<file path="config.mk">
export PLATFORM = sky130hd
export DESIGN_NAME = sdbc_bank_fsm
export DESIGN_NICKNAME = d
export VERILOG_FILES = /design/src/sdbc_pkg.sv /design/src/sdbc_pin_sync.sv /design/src/sdbc_cmd_decode.sv /design/src/sdbc_bank_fsm.sv
export SDC_FILE = /design/constraint.sdc
export NUM_CORES = 1
export LEC_CHECK = 0
export BUFFER_PORTS_ARGS = -buffer_cell sky130_fd_sc_hd__clkbuf_2
export CORE_UTILIZATION = 43
export CTS_CLUSTER_SIZE = 25
export DETAILED_ROUTE_END_ITERATION = 16
export PLACE_DENSITY = 0.75
export SYNTH_ARGS = -nofsm -noshare
export SYNTH_HDL_FRONTEND = slang
export SYNTH_SLANG_ARGS = --single-unit
</file>
<file path="constraint.sdc">
create_clock -name ref_clk -period 4.7 [get_ports ref_clk]
set_input_delay 0.47 -clock ref_clk [delete_from_list [all_inputs] [get_ports ref_clk]]
set_output_delay 0.47 -clock ref_clk [all_outputs]
set_load 0.02 [all_outputs]
</file>
<file path="src/sdbc_pkg.sv">
// sdbc_pkg: shared constants, types and timing counts for the bank
// command state tracker. Assumes a single 50 MHz clock (20 ns period).
package sdbc_pkg;

  localparam int CLK_PERIOD_PS = 20000;
  localparam int NUM_BANKS = 4;
  localparam int BANK_W = 2;
  localparam int ADDR_W = 11;
  localparam int AUTO_PRE_BIT = 10; // auto_precharge_addr_bit position
  localparam int TMR_W = 8;
  localparam int BURST_W = 3;

  // timing figures; plain defaults, the real part's values are set here
  localparam int PRECHARGE_PERIOD_NS = 20;
  localparam int ACTIVATE_TO_COLUMN_NS = 20;
  localparam int REFRESH_CYCLE_NS = 70;
  localparam int SELF_REFRESH_EXIT_NS = 80;
  localparam int MODE_REG_DELAY_CLKS = 2;
  localparam int BURST_LEN = 4;

  // least time in ns to whole cycles, rounded up, never below one
  function automatic int sdbc_min_cycles(input int ns);
    int c;
    c = (ns * 1000 + CLK_PERIOD_PS - 1) / CLK_PERIOD_PS;
    return (c < 1) ? 1 : c;
  endfunction : sdbc_min_cycles

  // timer loads are count minus one: zero means elapsed at the next edge
  localparam logic [TMR_W-1:0] PRECHARGE_LOAD =
    TMR_W'(sdbc_min_cycles(PRECHARGE_PERIOD_NS) - 1);
  localparam logic [TMR_W-1:0] ACT_TO_COL_LOAD =
    TMR_W'(sdbc_min_cycles(ACTIVATE_TO_COLUMN_NS) - 1);
  localparam logic [TMR_W-1:0] REFRESH_LOAD =
    TMR_W'(sdbc_min_cycles(REFRESH_CYCLE_NS) - 1);
  localparam logic [TMR_W-1:0] SR_EXIT_LOAD =
    TMR_W'(sdbc_min_cycles(SELF_REFRESH_EXIT_NS) - 1);
  localparam logic [TMR_W-1:0] MODE_LOAD_LOAD = TMR_W'(MODE_REG_DELAY_CLKS - 1);
  localparam logic [BURST_W-1:0] BURST_LOAD = BURST_W'(BURST_LEN - 1);
  localparam logic [TMR_W-1:0] TMR_ZERO = 8'h00;
  localparam logic [BURST_W-1:0] BURST_ZERO = 3'h0;

  // {row strobe, column strobe, write enable} codes, active low
  localparam logic [2:0] CODE_NOP = 3'h7;
  localparam logic [2:0] CODE_ACT = 3'h3;
  localparam logic [2:0] CODE_READ = 3'h5;
  localparam logic [2:0] CODE_WRITE = 3'h4;
  localparam logic [2:0] CODE_STOP = 3'h6;
  localparam logic [2:0] CODE_PRE = 3'h2;
  localparam logic [2:0] CODE_REF = 3'h1;
  localparam logic [2:0] CODE_LMR = 3'h0;

  typedef struct packed {
    logic chipSelN;
    logic rowStrobeN;
    logic colStrobeN;
    logic writeEnN;
    logic cke;
    logic [BANK_W-1:0] bankSelect;
    logic [ADDR_W-1:0] addr;
  } sdbc_pins_t;

  localparam sdbc_pins_t PINS_RESET =
    sdbc_pins_t'({4'hF, 1'h0, 2'h0, 11'h000});

  typedef enum logic [3:0] {
    CMD_INHIBIT, CMD_NOP, CMD_ACTIVATE, CMD_READ, CMD_WRITE,
    CMD_BURST_STOP, CMD_PRECHARGE, CMD_REFRESH, CMD_LOAD_MODE
  } sdbc_cmd_t;

  typedef enum logic [7:0] {
    BK_IDLE = 8'h01,
    BK_ACTIVATING = 8'h02,
    BK_ROW_ACTIVE = 8'h04,
    BK_READING = 8'h08,
    BK_WRITING = 8'h10,
    BK_READ_AP = 8'h20,
    BK_WRITE_AP = 8'h40,
    BK_PRECHARGING = 8'h80
  } sdbc_bank_st_t;

  typedef enum logic [5:0] {
    DEV_NORMAL = 6'h01,
    DEV_REFRESH = 6'h02,
    DEV_MODE_LOAD = 6'h04,
    DEV_PRE_ALL = 6'h08,
    DEV_SELF_REFRESH = 6'h10,
    DEV_SR_EXIT = 6'h20
  } sdbc_dev_st_t;

  typedef sdbc_bank_st_t [NUM_BANKS-1:0] sdbc_bank_vec_t;

  typedef struct packed {
    sdbc_cmd_t cmd;
    logic autoPre;
    logic [BANK_W-1:0] bank;
    logic tablesOn;
    logic selfRefEntry;
    logic ckeNow;
  } sdbc_dec_t;

  typedef struct packed {
    sdbc_bank_vec_t bankState;
    sdbc_dev_st_t devState;
    logic burstActive;
    logic [BANK_W-1:0] burstBank;
  } sdbc_status_t;

endpackage : sdbc_pkg

</file>
<file path="src/sdbc_pin_sync.sv">
// sdbc_pin_sync: two-flop synchroniser for the command pins.
// Assumes pins are asynchronous to ref_clk; reset is synchronous.
`timescale 1ns/1ps
`default_nettype none
module sdbc_pin_sync
  import sdbc_pkg::*;
(
  input wire logic ref_clk, // system clock
  input wire logic reset, // synchronous, active high
  input wire sdbc_pkg::sdbc_pins_t pinsIn, // raw pins
  output sdbc_pkg::sdbc_pins_t pinsOut // synchronised pins
);
  import sdbc_pkg::*;

  sdbc_pins_t stage1_q;
  sdbc_pins_t stage2_q;

  // first stage feeds only the second; reset parks pins as inhibit
  always_ff @(posedge ref_clk) begin
    if (reset) begin
      stage1_q <= PINS_RESET;
      stage2_q <= PINS_RESET;
    end else begin
      stage1_q <= pinsIn;
      stage2_q <= stage1_q;
    end
  end

  assign pinsOut = stage2_q;
endmodule : sdbc_pin_sync
`default_nettype wire

</file>
<file path="src/sdbc_cmd_decode.sv">
// sdbc_cmd_decode: turns synchronised pins into one command.
// Assumes pins and previous clock enable are on ref_clk already.
`timescale 1ns/1ps
`default_nettype none
module sdbc_cmd_decode
  import sdbc_pkg::*;
(
  input wire sdbc_pkg::sdbc_pins_t pins, // synchronised pins
  input wire logic ckePrev, // clock enable at previous edge
  output sdbc_pkg::sdbc_dec_t dec // decoded command
);
  import sdbc_pkg::*;

  wire logic [2:0] code;
  sdbc_cmd_t cmd;

  assign code = {pins.rowStrobeN, pins.colStrobeN, pins.writeEnN};

  // chip select high masks the strobe and write enable code
  assign cmd = pins.chipSelN ? CMD_INHIBIT :
               (code == CODE_NOP) ? CMD_NOP :
               (code == CODE_ACT) ? CMD_ACTIVATE :
               (code == CODE_READ) ? CMD_READ :
               (code == CODE_WRITE) ? CMD_WRITE :
               (code == CODE_STOP) ? CMD_BURST_STOP :
               (code == CODE_PRE) ? CMD_PRECHARGE :
               (code == CODE_REF) ? CMD_REFRESH : CMD_LOAD_MODE;

  assign dec.cmd = cmd;
  assign dec.autoPre = pins.addr[AUTO_PRE_BIT];
  assign dec.bank = pins.bankSelect;
  // tables hold only with clock enable high on both edges
  assign dec.tablesOn = ckePrev & pins.cke;
  // refresh code with enable falling enters self refresh
  assign dec.selfRefEntry = ckePrev & ~pins.cke &
                            (cmd == CMD_REFRESH);
  assign dec.ckeNow = pins.cke;
endmodule : sdbc_cmd_decode
`default_nettype wire

</file>
<file path="src/sdbc_bank_fsm.sv">
// sdbc_bank_fsm: per-bank and device-wide command state tracker for a
// four-bank synchronous DRAM, with a flag for each illegal command.
// Assumes a controller drives the command pins; single clock, ref_clk.
`timescale 1ns/1ps
`default_nettype none
module sdbc_bank_fsm
  import sdbc_pkg::*;
(
  input wire logic ref_clk, // 50 MHz system clock
  input wire logic reset, // synchronous, active high
  input wire logic chipSelN, // chip select, active low
  input wire logic rowStrobeN, // row strobe, active low
  input wire logic colStrobeN, // column strobe, active low
  input wire logic writeEnN, // write enable, active low
  input wire logic cke, // clock enable
  input wire logic [sdbc_pkg::BANK_W-1:0] bankSelect, // bank_select
  input wire logic [sdbc_pkg::ADDR_W-1:0] addr, // address pins
  output sdbc_pkg::sdbc_status_t status, // tracked state, registered
  output logic cmdIllegal, // pulse: last command illegal
  output logic cmdTaken // pulse: last command accepted
);
  import sdbc_pkg::*;

  sdbc_pins_t pinsRaw;
  sdbc_pins_t pinsSync;
  sdbc_dec_t dec;
  logic ckePrev_q;
  sdbc_bank_vec_t bank_q, bank_d;
  logic [NUM_BANKS-1:0][TMR_W-1:0] tmr_q, tmr_d;
  sdbc_dev_st_t dev_q, dev_d;
  logic [TMR_W-1:0] devTmr_q, devTmr_d;
  logic burstAct_q, burstAct_d;
  logic [BANK_W-1:0] burstBank_q, burstBank_d;
  logic [BURST_W-1:0] burstCnt_q, burstCnt_d;
  logic illegal_q, illegal_d;
  logic taken_q, taken_d;

  // banks that may take a column command or a precharge
  function automatic logic sdbc_col_ok(input sdbc_bank_st_t s);
    return (s == BK_ROW_ACTIVE) || (s == BK_READING) ||
           (s == BK_WRITING);
  endfunction : sdbc_col_ok

  function automatic logic sdbc_all_idle(input sdbc_bank_vec_t v);
    logic ok;
    ok = 1'b1;
    for (int i = 0; i < NUM_BANKS; i++) begin
      ok = ok & (v[i] == BK_IDLE);
    end
    return ok;
  endfunction : sdbc_all_idle

  function automatic logic sdbc_all_pre_ok(input sdbc_bank_vec_t v);
    logic ok;
    ok = 1'b1;
    for (int i = 0; i < NUM_BANKS; i++) begin
      ok = ok & ((v[i] == BK_IDLE) || sdbc_col_ok(v[i]));
    end
    return ok;
  endfunction : sdbc_all_pre_ok

  // state a bank takes when its burst ends or is cut off
  function automatic sdbc_bank_st_t sdbc_after_burst(
    input sdbc_bank_st_t s
  );
    sdbc_bank_st_t r;
    r = s;
    if ((s == BK_READING) || (s == BK_WRITING)) begin
      r = BK_ROW_ACTIVE;
    end else if ((s == BK_READ_AP) || (s == BK_WRITE_AP)) begin
      r = BK_PRECHARGING;
    end
    return r;
  endfunction : sdbc_after_burst

  assign pinsRaw = '{chipSelN: chipSelN, rowStrobeN: rowStrobeN,
                     colStrobeN: colStrobeN, writeEnN: writeEnN,
                     cke: cke, bankSelect: bankSelect, addr: addr};

  sdbc_pin_sync u_sync (
    .ref_clk(ref_clk),
    .reset(reset),
    .pinsIn(pinsRaw),
    .pinsOut(pinsSync)
  );

  sdbc_cmd_decode u_dec (
    .pins(pinsSync),
    .ckePrev(ckePrev_q),
    .dec(dec)
  );

  // next state: timers first, then burst end, then the new command
  always_comb begin
    sdbc_bank_st_t ts;
    sdbc_bank_st_t os;
    logic busyCmd;
    ts = BK_IDLE;
    os = BK_IDLE;
    busyCmd = (dec.cmd != CMD_INHIBIT) && (dec.cmd != CMD_NOP);
    bank_d = bank_q;
    tmr_d = tmr_q;
    dev_d = dev_q;
    devTmr_d = devTmr_q;
    burstAct_d = burstAct_q;
    burstBank_d = burstBank_q;
    burstCnt_d = burstCnt_q;
    illegal_d = 1'b0;
    taken_d = 1'b0;
    // per-bank timed states close when their timer has run out
    for (int b = 0; b < NUM_BANKS; b++) begin
      if (tmr_q[b] != TMR_ZERO) begin
        tmr_d[b] = tmr_q[b] - 1'b1;
      end else if (bank_q[b] == BK_ACTIVATING) begin
        bank_d[b] = BK_ROW_ACTIVE;
      end else if (bank_q[b] == BK_PRECHARGING) begin
        bank_d[b] = BK_IDLE;
      end
    end
    // device-wide timed states
    if (devTmr_q != TMR_ZERO) begin
      devTmr_d = devTmr_q - 1'b1;
    end else if ((dev_q == DEV_REFRESH) || (dev_q == DEV_MODE_LOAD) ||
                 (dev_q == DEV_PRE_ALL) || (dev_q == DEV_SR_EXIT)) begin
      dev_d = DEV_NORMAL;
    end
    // a running burst counts down; at the end its bank moves on
    if (burstAct_q) begin
      if (burstCnt_q != BURST_ZERO) begin
        burstCnt_d = burstCnt_q - 1'b1;
      end else begin
        burstAct_d = 1'b0;
        bank_d[burstBank_q] = sdbc_after_burst(bank_q[burstBank_q]);
        if (bank_d[burstBank_q] == BK_PRECHARGING) begin
          tmr_d[burstBank_q] = PRECHARGE_LOAD;
        end
      end
    end
    ts = bank_d[dec.bank];
    os = bank_d[burstBank_d];
    if (dev_d == DEV_SELF_REFRESH) begin
      // self refresh holds until clock enable rises again
      if (dec.ckeNow) begin
        dev_d = DEV_SR_EXIT;
        devTmr_d = SR_EXIT_LOAD;
      end
    end else if (dec.selfRefEntry) begin
      if ((dev_d == DEV_NORMAL) && sdbc_all_idle(bank_d)) begin
        dev_d = DEV_SELF_REFRESH;
        taken_d = 1'b1;
      end else begin
        illegal_d = 1'b1;
      end
    end else if (!dec.tablesOn) begin
      // power-down and clock suspend: nothing is registered
    end else if (dev_d != DEV_NORMAL) begin
      illegal_d = busyCmd;
    end else begin
      case (dec.cmd)
        CMD_ACTIVATE: begin
          if (ts == BK_IDLE) begin
            bank_d[dec.bank] = BK_ACTIVATING;
            tmr_d[dec.bank] = ACT_TO_COL_LOAD;
            taken_d = 1'b1;
          end else begin
            illegal_d = 1'b1;
          end
        end
        CMD_READ, CMD_WRITE: begin
          if (sdbc_col_ok(ts)) begin
            // another bank's access cuts the current burst off
            if (burstAct_d && (burstBank_d != dec.bank)) begin
              bank_d[burstBank_d] = sdbc_after_burst(os);
              if (bank_d[burstBank_d] == BK_PRECHARGING) begin
                tmr_d[burstBank_d] = PRECHARGE_LOAD;
              end
            end
            if (dec.cmd == CMD_READ) begin
              bank_d[dec.bank] = dec.autoPre ? BK_READ_AP : BK_READING;
            end else begin
              bank_d[dec.bank] = dec.autoPre ? BK_WRITE_AP : BK_WRITING;
            end
            burstAct_d = 1'b1;
            burstBank_d = dec.bank;
            burstCnt_d = BURST_LOAD;
            taken_d = 1'b1;
          end else begin
            illegal_d = 1'b1;
          end
        end
        CMD_BURST_STOP: begin
          // bank bits are ignored: the latest burst is the one stopped
          if (burstAct_d && ((os == BK_READING) || (os == BK_WRITING))) begin
            bank_d[burstBank_d] = BK_ROW_ACTIVE;
            burstAct_d = 1'b0;
            taken_d = 1'b1;
          end else begin
            illegal_d = 1'b1;
          end
        end
        CMD_PRECHARGE: begin
          if (dec.autoPre) begin
            if (sdbc_all_pre_ok(bank_d)) begin
              dev_d = DEV_PRE_ALL;
              devTmr_d = PRECHARGE_LOAD;
              for (int b = 0; b < NUM_BANKS; b++) begin
                bank_d[b] = BK_PRECHARGING;
                tmr_d[b] = PRECHARGE_LOAD;
              end
              burstAct_d = 1'b0;
              taken_d = 1'b1;
            end else begin
              illegal_d = 1'b1;
            end
          end else if (ts == BK_IDLE) begin
            taken_d = 1'b1;
          end else if (sdbc_col_ok(ts)) begin
            // precharge truncates a burst on the same bank
            bank_d[dec.bank] = BK_PRECHARGING;
            tmr_d[dec.bank] = PRECHARGE_LOAD;
            if (burstAct_d && (burstBank_d == dec.bank)) begin
              burstAct_d = 1'b0;
            end
            taken_d = 1'b1;
          end else begin
            illegal_d = 1'b1;
          end
        end
        CMD_REFRESH, CMD_LOAD_MODE: begin
          if (sdbc_all_idle(bank_d)) begin
            dev_d = (dec.cmd == CMD_REFRESH) ? DEV_REFRESH : DEV_MODE_LOAD;
            devTmr_d = (dec.cmd == CMD_REFRESH) ? REFRESH_LOAD :
                       MODE_LOAD_LOAD;
            taken_d = 1'b1;
          end else begin
            illegal_d = 1'b1;
          end
        end
        CMD_INHIBIT, CMD_NOP: begin
          taken_d = 1'b0;
        end
        default: begin
          illegal_d = 1'b1;
        end
      endcase
    end
  end

  // state registers; all banks start idle since there is no other reset
  always_ff @(posedge ref_clk) begin
    if (reset) begin
      for (int b = 0; b < NUM_BANKS; b++) begin
        bank_q[b] <= BK_IDLE;
      end
      tmr_q <= '0;
      dev_q <= DEV_NORMAL;
      devTmr_q <= TMR_ZERO;
      ckePrev_q <= 1'b0;
    end else begin
      bank_q <= bank_d;
      tmr_q <= tmr_d;
      dev_q <= dev_d;
      devTmr_q <= devTmr_d;
      ckePrev_q <= pinsSync.cke;
    end
  end

  // burst tracking and result pulses
  always_ff @(posedge ref_clk) begin
    if (reset) begin
      burstAct_q <= 1'b0;
      burstBank_q <= '0;
      burstCnt_q <= BURST_ZERO;
      illegal_q <= 1'b0;
      taken_q <= 1'b0;
    end else begin
      burstAct_q <= burstAct_d;
      burstBank_q <= burstBank_d;
      burstCnt_q <= burstCnt_d;
      illegal_q <= illegal_d;
      taken_q <= taken_d;
    end
  end

  assign status = '{bankState: bank_q, devState: dev_q,
                    burstActive: burstAct_q, burstBank: burstBank_q};
  assign cmdIllegal = illegal_q;
  assign cmdTaken = taken_q;
endmodule : sdbc_bank_fsm
`default_nettype wire

</file>
# After elaboration in Yosys (flattened, before gate mapping)
# Index checks and enable logic that the tools add are counted.
# Widths: inputs -> output; s select.
# word_totals
inputBits	20
ff_bits	123
output_inout_bits	43
# classes
addsub	6
mux	165
bitwise	27
n_eq_ne	63
n_lt_le_gt_ge	4
reduce_logical	41
# op_table
op	n
$mux 32	36
$mux 8	45
$bwmux 32	4
$pmux 32 s4	1
$and 32x32->32	3
$pmux 32 s3	1
$and 28x28->28	3
$not 28->28	3
$bmux 8 s2	5
$mux 6	12
$not 32->32	2
$eq 8x4->1 const B	7
$eq 8x5->1 const B	7
$eq 8x8->1 const B	6
$eq 8x1->1 const B	5
$eq 8x3->1 const B	5
$reduce_bool 8->1	5
$sub 8x1->8 const B	5
$mux 1	35
$demux 8 s2	2
$eq 8x2->1 const B	4
$mux 4	8
$mux 3	9
$logic_or 1x1->1	21
other kinds (38)	72

# Depth between registers and ports, before layout
# Gate-level depths: netlist (run 1).
# logic_depth
depth_word	40
depth_mapped	16

# Modules after synthesis
# A second synthesis (run 1) with hierarchy kept.
# unflattened
cells_unflattened	1046
hier_area_um2	8122.8
# modules_own_cells
mod	instances	seq_area_each_um2	area_each_um2	cells_each
sdbc_bank_fsm	1	1741.7	7038.0	955
sdbc_pin_sync	1	720.7	973.4	75
sdbc_cmd_decode	1	0.0	111.4	16

# Least setup slack after synthesis (run 1)
# No wires, ideal clock.
# synth_path
path_kind	flip-flop to flip-flop
start	reg burstBank_q[0]
end	reg tmr_q[17] in the netlist's numbering
arrival_ns	4.859
setup_slack_ns	-0.294
path_buffers	3
path_stages_with_launch	14
path_cell_list	dfxtp_1 > buf_2 > buf_2 > mux4_2 > or4_1 > clkbuf_1 > o31a_1 > a211o_1 > or4_4 > or3_1 > o311a_1 > or4_4 > o31ai_4 > a211oi_1
# synth_between
elab_chain_len	36
# synth_rtl
item	line_no	source
start, declared	sdbc_bank_fsm.sv:33	logic [BANK_W-1:0] burstBank_q, burstBank_d;
start signal, assigned	sdbc_bank_fsm.sv:278	burstBank_q <= burstBank_d;
$bmux 8 s2	sdbc_bank_fsm.sv:133	bank_d[burstBank_q] = sdbc_after_burst(bank_q[burstBank_q]);
$mux 8 (not written as such)	sdbc_bank_fsm.sv:133	
$eq 8x6->1 / $eq 8x7->1 (equally long branches)	sdbc_bank_fsm.sv:70	end else if ((s == BK_READ_AP) || (s == BK_WRITE_AP)) begin
$logic_or 1x1->1	sdbc_bank_fsm.sv:70	
$mux 8	sdbc_bank_fsm.sv:70	
$mux 8	sdbc_bank_fsm.sv:68	if ((s == BK_READING) || (s == BK_WRITING)) begin
$mux 8	sdbc_bank_fsm.sv:129	if (burstCnt_q != BURST_ZERO) begin
$mux 8	sdbc_bank_fsm.sv:128	if (burstAct_q) begin
[20 not listed]	--	
$mux 32	sdbc_bank_fsm.sv:174	if (bank_d[burstBank_d] == BK_PRECHARGING) begin
$mux 32	sdbc_bank_fsm.sv:172	if (burstAct_d && (burstBank_d != dec.bank)) begin
$mux 32	sdbc_bank_fsm.sv:170	if (sdbc_col_ok(ts)) begin
$pmux 32 s3	sdbc_bank_fsm.sv:159	case (dec.cmd)
$mux 32	sdbc_bank_fsm.sv:156	end else if (dev_d != DEV_NORMAL) begin
$mux 32	sdbc_bank_fsm.sv:154	end else if (!dec.tablesOn) begin
$mux 32	sdbc_bank_fsm.sv:147	end else if (dec.selfRefEntry) begin
$mux 32 *	sdbc_bank_fsm.sv:141	if (dev_d == DEV_SELF_REFRESH) begin
end signal, assigned	sdbc_bank_fsm.sv:261	tmr_q <= tmr_d;
end, declared	sdbc_bank_fsm.sv:29	logic [NUM_BANKS-1:0][TMR_W-1:0] tmr_q, tmr_d;
# Every way passes the cells marked *; elsewhere a longest branch is shown, timed or not. The select of a mux whose other input is x is not followed.
# A chain may end at the register's enable or synchronous reset.

# Worst setup path in the final report (run 1)
# layout_path
start	reg burstBank_q[0]
end	reg tmr_q[21] in the netlist's numbering
# The elaborated chain is that of the path after synthesis.

==> results.py, run 1 <==
metrics = {
    "routing": {
        "drt_iter0_drc": 1239,
        "antenna_left": 0,
        "drcViolationCount": 0,
        "vias": 9061,
        "totalWireLength_um": 32520,
        "drtPass1Iterations": 7,
        "via_per_inst": 6.523,
        "wire_per_inst_um": 23.41,
    },
    "worst_setup_path": {
        "path_depth": 12,
        "slowest_stage": "or4_4",
        "worstPathRequired_ns": 4.94,
        "worst_setup_path_end_kind": "register",
        "cp_max_fo": 8,
        "worstPathCellList": "buf_12, mux4_2, or4_4, o31a_1, a211o_1, or4_4, or3_4, o311a_4, or4_4, o31ai_4, buf_12, nor3_1",
        "max_stage_delay_ns": 0.60,
        "r2r.worst_path.cells": 12,
        "crit_type": "reg2reg",
        "cp_num_buf_inv": 2,
        "crit_start": "burstBank_q[0]",
        "crit_family": "simple AND/OR/NAND/NOR gates",
        "startpoint_type": "register",
        "crit_top_cell": "or4_4",
        "worst_r2r_startpoint": "burstBank_q[0]",
        "crit_arrival_ns": 4.89,
    },
    "synthesis": {
        "synth_cell_types": 79,
        "synth_top_area_cell": "dfxtp_1",
        "syn-cell-area_um2": 7422,
        "synth-seq-area-share": 0.2778,
        "syn-num-nets": 1022,
        "synth.avg_cell_area_um2": 7.497,
        "synth_cells": 990,
        "ys_ff_latch": 103,
        "synth.area.top_cells": "dfxtp_1 28%, nor2_1 6.1%, nand2_1 5.2%",
        "ys.flop_type": "dfxtp_1",
        "async_reset_ff_frac": 0,
        "synth_top_area_frac": 0.2778,
        "yosysWarnings": 0,
        "synth_edf_count": 0,
    },
    "die": {
        "die_w_um": 133.4,
        "start_util": 0.4444,
        "io_pins": 63,
        "die_height_um": 133.4,
        "dieArea_um2": 17790,
        "rows": 47,
        "fp.coreArea_um2": 16700,
    },
    "timing": {
        "setup_viol": 0,
        "finalMaxSlewViolations": 0,
        "min_period_over_period": 0.9894,
        "worst_pin_slew_ns": 0.9294,
        "hold_viol_final": 0,
        "tns_ns": 0,
        "fin_ws_ns": 0.04964,
        "worst_clock_skew_ns": 0.01169,
        "slew_headroom": 0.3738,
        "finalCriticalPeriod_ns": 4.650,
        "fmax_ghz": 0.2150,
    },
    "finish": {
        "diodes": 0,
        "layout_common_cells": "157 x buf_4, 120 x nor2_1, 103 x nand2_1",
        "final_cells": 1389,
        "final_common_cell": "buf_4",
        "nets": 1196,
        "area_growth_pct": 27.48,
        "final_util": 0.5665,
        "drive_gt1_frac": 0.2489,
    },
    "power_and_ir_drop": {
        "p_leak_uw": 0.003864,
        "vdd_drop_max_uv": 193.6,
        "power_uw": 2004,
        "power.density_nw_per_um2": 211.8,
    },
    "global_routing": {
        "antenna_found_initial": 0,
        "grt_max_degree": 56,
        "grt_usage": 0.3617,
        "grt_pass1_vias": 8169,
        "overflow": 0,
        "grt_pass1_wl_um": 48260,
    },
    "worst_hold_path": {
        "hold_depth": 2,
        "min-delay-start": "writeEnN",
        "hold_path.class": "in2reg",
    },
    "clock_tree": {
        "cts_hold_buf": 0,
        "clock_latency_ns": 0.36,
        "htreeDepth": 3,
        "clockRootBuffer": "clkbuf_16",
        "clock_path_buffers": 2,
        "cts-buffers-inserted": 9,
        "cts_tree": "built",
        "cts_sinks": 103,
        "path_clk_slew_ns": 0.08,
    },
    "placed_design": {
        "placed_cells": 1357,
        "routabilityCongestion": 1.066,
        "portBuffers": 52,
        "post-place-ws_ns": -0.1376,
        "dp_hpwl_um": 25030,
    },
    "run": {
        "max-cap-violations": 0,
    },
    "outcome": {
        "outcome": "complete, no violations",
    },
}
[layout make-up]
type / count / area [um^2]
Timing Repair Buffer: 216 / 1562
Tap cell: 220 / 275.3
Clock buffer: 11 / 252.7
Clock inverter: 5 / 45.04
Multi-Input combinational cell: 802 / 5141
Sequential cell: 103 / 2066
Inverter: 32 / 120.1
Fill cell: 1606 / 7239
[per-stage QoR]
step	hold slack [ns]	cell area (um^2)
5_1_grt	0.2788	9462
6_report	0.2879	9462
3_5_place_dp	0.3934	8891
4_1_cts	0.2802	9316
3_3_place_gp	0.3911	8891
2_1_floorplan	0.3895	7440
[final timing paths]
check | endpoint | slack, ns
worst max-delay path | tmr_q[21] | 0.05
worst min-delay path | u_sync.stage1_q[14] | 0.29
worst max register to register | tmr_q[21] | 0.05
worst min register to register | u_sync.pinsOut[14] | 0.41
[power breakdown]
part	switching [uW]	internal, uW
registers	39.3	910
clock network	382	400
logic	148	125
[routing by layer]
layer	up-vias	GRT usage	share of wire
li1	4039	-	-
met1	4209	0.4734	0.40
met2	654	0.5492	0.43
met3	159	0.07458	0.12
met4	0	0.2115	0.060
met5	-	0	0
[synthesized netlist by cell type (12+ instances only)]
master / number
nor2_1: 120
a21oi_1: 53
nand3_1: 40
mux2i_1: 13
a211oi_1: 18
xnor2_1: 27
o22ai_1: 13
o21ai_0: 50
xor2_1: 19
nor3_1: 46
or2_2: 16
nand2_1: 103
o211ai_1: 24
dfxtp_1: 103
a31oi_1: 24
ha_1: 12
nor2b_1: 16
nor4_1: 20
inv_1: 31
clkbuf_1: 43
[cells by family after synthesis]
family | synth area share
adders and majority gates | 0.02023
AOI/OAI and AO/OA | 0.2573
and+or+nand+nor | 0.3001
xor gates and xnor gates | 0.05428
muxes | 0.04636
buffers and inverters | 0.04400
DFF | 0.2778
[flip-flops by register name, indices dropped and copies added (netlist names)]
name,count
dev_q,6
burstAct_q,1
burstCnt_q,3
ckePrev_q,1
u_sync.stage1_q,8
status,32
devTmr_q,8
u_sync.pinsOut,8
burstBank_q,2
cmdIllegal,1
cmdTaken,1
tmr_q,32
[timing repair]
action	in CTS	in global routing
gates cloned	0	0
gates resized for setup	4	17
buffers inserted	9	7
setup endpoints to repair	34	37
pin swaps	1	12
(Power assumes the default switching activity.)
==> inputs of run 2 (changes only) <==
PLACE_DENSITY = 0.71   (was 0.75)
SKIP_LAST_GASP = 1   (was default)
==> results.py, run 2 (synthesized netlist as in run 1, its figures left out) <==
metrics = {
    "clock_tree": {
        "path_clk_slew_ns": 0.08,
        "clockRootBuffer": "clkbuf_16",
        "clock_path_buffers": 2,
        "clock_latency_ns": 0.37,
        "cts_hold_buf": 0,
        "htreeDepth": 3,
        "cts_tree": "built",
        "cts_sinks": 103,
        "cts-buffers-inserted": 9,
    },
    "outcome": {
        "outcome": "complete, no violations",
    },
    "routing": {
        "drt_iter0_drc": 1286,
        "drcViolationCount": 0,
        "wl_met2_um": 13320,
        "drtPass1Iterations": 7,
        "via_per_inst": 6.530,
        "antenna_left": 0,
        "wire_per_inst_um": 23.05,
        "vias": 8952,
        "routed-wl-met3_um": 3649,
        "wirelength_met1_um": 12320,
        "topRoutingLayerUsed": "met4",
        "totalWireLength_um": 31610,
    },
    "global_routing": {
        "grt_usage": 0.3562,
        "grt_max_degree": 56,
        "grt_pass1_wl_um": 47510,
        "grt_pass1_vias": 7994,
        "antenna_found_initial": 0,
        "overflow": 0,
    },
    "timing": {
        "worst_clock_skew_ns": 0.01344,
        "min_period_over_period": 0.9853,
        "hold_slack_ns": 0.2792,
        "setup_viol": 0,
        "tns_ns": 0,
        "worst_pin_slew_ns": 1.040,
        "fmax_ghz": 0.2159,
        "finalCriticalPeriod_ns": 4.631,
        "finalMaxSlewViolations": 0,
        "hold_viol_final": 0,
        "slew_headroom": 0.3012,
    },
    "worst_setup_path": {
        "worstPathRequired_ns": 4.94,
        "crit_type": "reg2reg",
        "slowest_stage": "or4_4",
        "cp_num_buf_inv": 2,
        "crit_family": "simple AND/OR/NAND/NOR gates",
        "r2r_slack_ns": 0.07,
        "worst_setup_path_end_kind": "register",
        "max_stage_delay_ns": 0.59,
        "worstPathCellList": "buf_4, mux4_2, or3_1, o31a_1, a211o_1, or4_4, or3_4, o311a_4, or4_4, o31ai_4, buf_4, nor3_1",
        "cp_max_fo": 8,
        "crit_arrival_ns": 4.87,
        "startpoint_type": "register",
    },
    "power_and_ir_drop": {
        "power.density_nw_per_um2": 213.2,
        "p_leak_uw": 0.003771,
        "vdd_drop_max_uv": 242.8,
    },
    "die": {
        "dieArea_um2": 17790,
        "die_w_um": 133.4,
        "die_height_um": 133.4,
        "io_pins": 63,
        "start_util": 0.4444,
        "rows": 47,
        "fp.coreArea_um2": 16700,
    },
    "finish": {
        "layout_common_cells": "142 x buf_4, 120 x nor2_1, 103 x nand2_1",
        "diodes": 0,
        "nets": 1178,
        "area_growth_pct": 25.19,
        "drive_gt1_frac": 0.2363,
        "final_common_cell": "buf_4",
    },
    "worst_hold_path": {
        "hold_path.class": "in2reg",
    },
    "placed_design": {
        "dp_hpwl_um": 24070,
        "routabilityCongestion": 1.037,
        "portBuffers": 52,
    },
    "run": {
        "max-cap-violations": 0,
    },
}
[run 2: cell count changes in the layout (fill, tap and decap cells not counted), sizes merged]
cell / change
inv: -1
buf: -18
clkinv: +1
clkbuf: -1
clkinvlp: +1
[run 2: final cells by class]
| cell class | instances | area [um^2] |
|---|---|---|
| clock buffers | 10 | 239.0 |
| clock inverters | 6 | 63.81 |
| fillers | 1639 | 7410 |
| inverters | 32 | 120.1 |
| multi-input cells | 802 | 5129 |
| flip-flops and latches | 103 | 2067 |
| well taps | 220 | 275.3 |
| repair buffers | 198 | 1398 |
[run 2: per-layer routing]
| layer | track usage | vias to the layer above |
|---|---|---|
| met3 | 0.06773 | 172 |
| met4 | 0.2330 | 0 |
| li1 | - | 3996 |
| met5 | 0 | - |
| met1 | 0.4691 | 4084 |
| met2 | 0.5304 | 700 |
[run 2: where the power goes]
group	total (uW)	switching, uW	leakage, uW	internal, uW
Combinational	264	142	0.00279	122
Sequential	948	38.8	0.000836	910
Clock	768	379	0.000146	389
[run 2: worst register-to-register path, stage by stage (launching register included)]
cell     delay [ns]
dfxtp_4        0.44
buf_4          0.17
mux4_2         0.56
or3_1          0.39
o31a_1         0.34
a211o_1        0.30
or4_4          0.55
or3_4          0.37
o311a_4        0.35
or4_4          0.59
o31ai_4        0.20
buf_4          0.19
nor3_1         0.06
[run 2: worst paths after layout]
| check | from | end | cells after the start |
|---|---|---|---|
| min | chipSelN | u_sync.stage1_q[17] | 2 |
| min reg2reg | u_sync.stage1_q[15] | u_sync.pinsOut[15] | 1 |
| max reg2reg | burstBank_q[0] | tmr_q[18] | 12 |
| max | burstBank_q[0] | tmr_q[18] | 12 |
[run 2: stage by stage]
stage | instance area (um^2) | total power [uW] | utilization | worst slack, ns | std cells
floorplan | 7440 | 1156 | - | 0.03169 | 990
global placement | 8874 | 1222 | 0.5313 | 0.02575 | 1353
detailed placement | 8874 | 1228 | 0.5313 | -0.03391 | 1353
CTS | 9185 | 1990 | 0.5500 | 0.001930 | 1369
global route | 9291 | 2063 | 0.5563 | -0.008961 | 1371
finish | 9291 | 1981 | 0.5563 | 0.06924 | 1371
[run 2: timing repair]
action                                  in CTS  in global routing
pin swaps                                    0                  2
gates cloned                                 0                  0
endpoints found under the hold margin        0                  0
resized for setup                            2                 16
setup buffers                                0                  2
endpoints found under the setup margin       4                 52
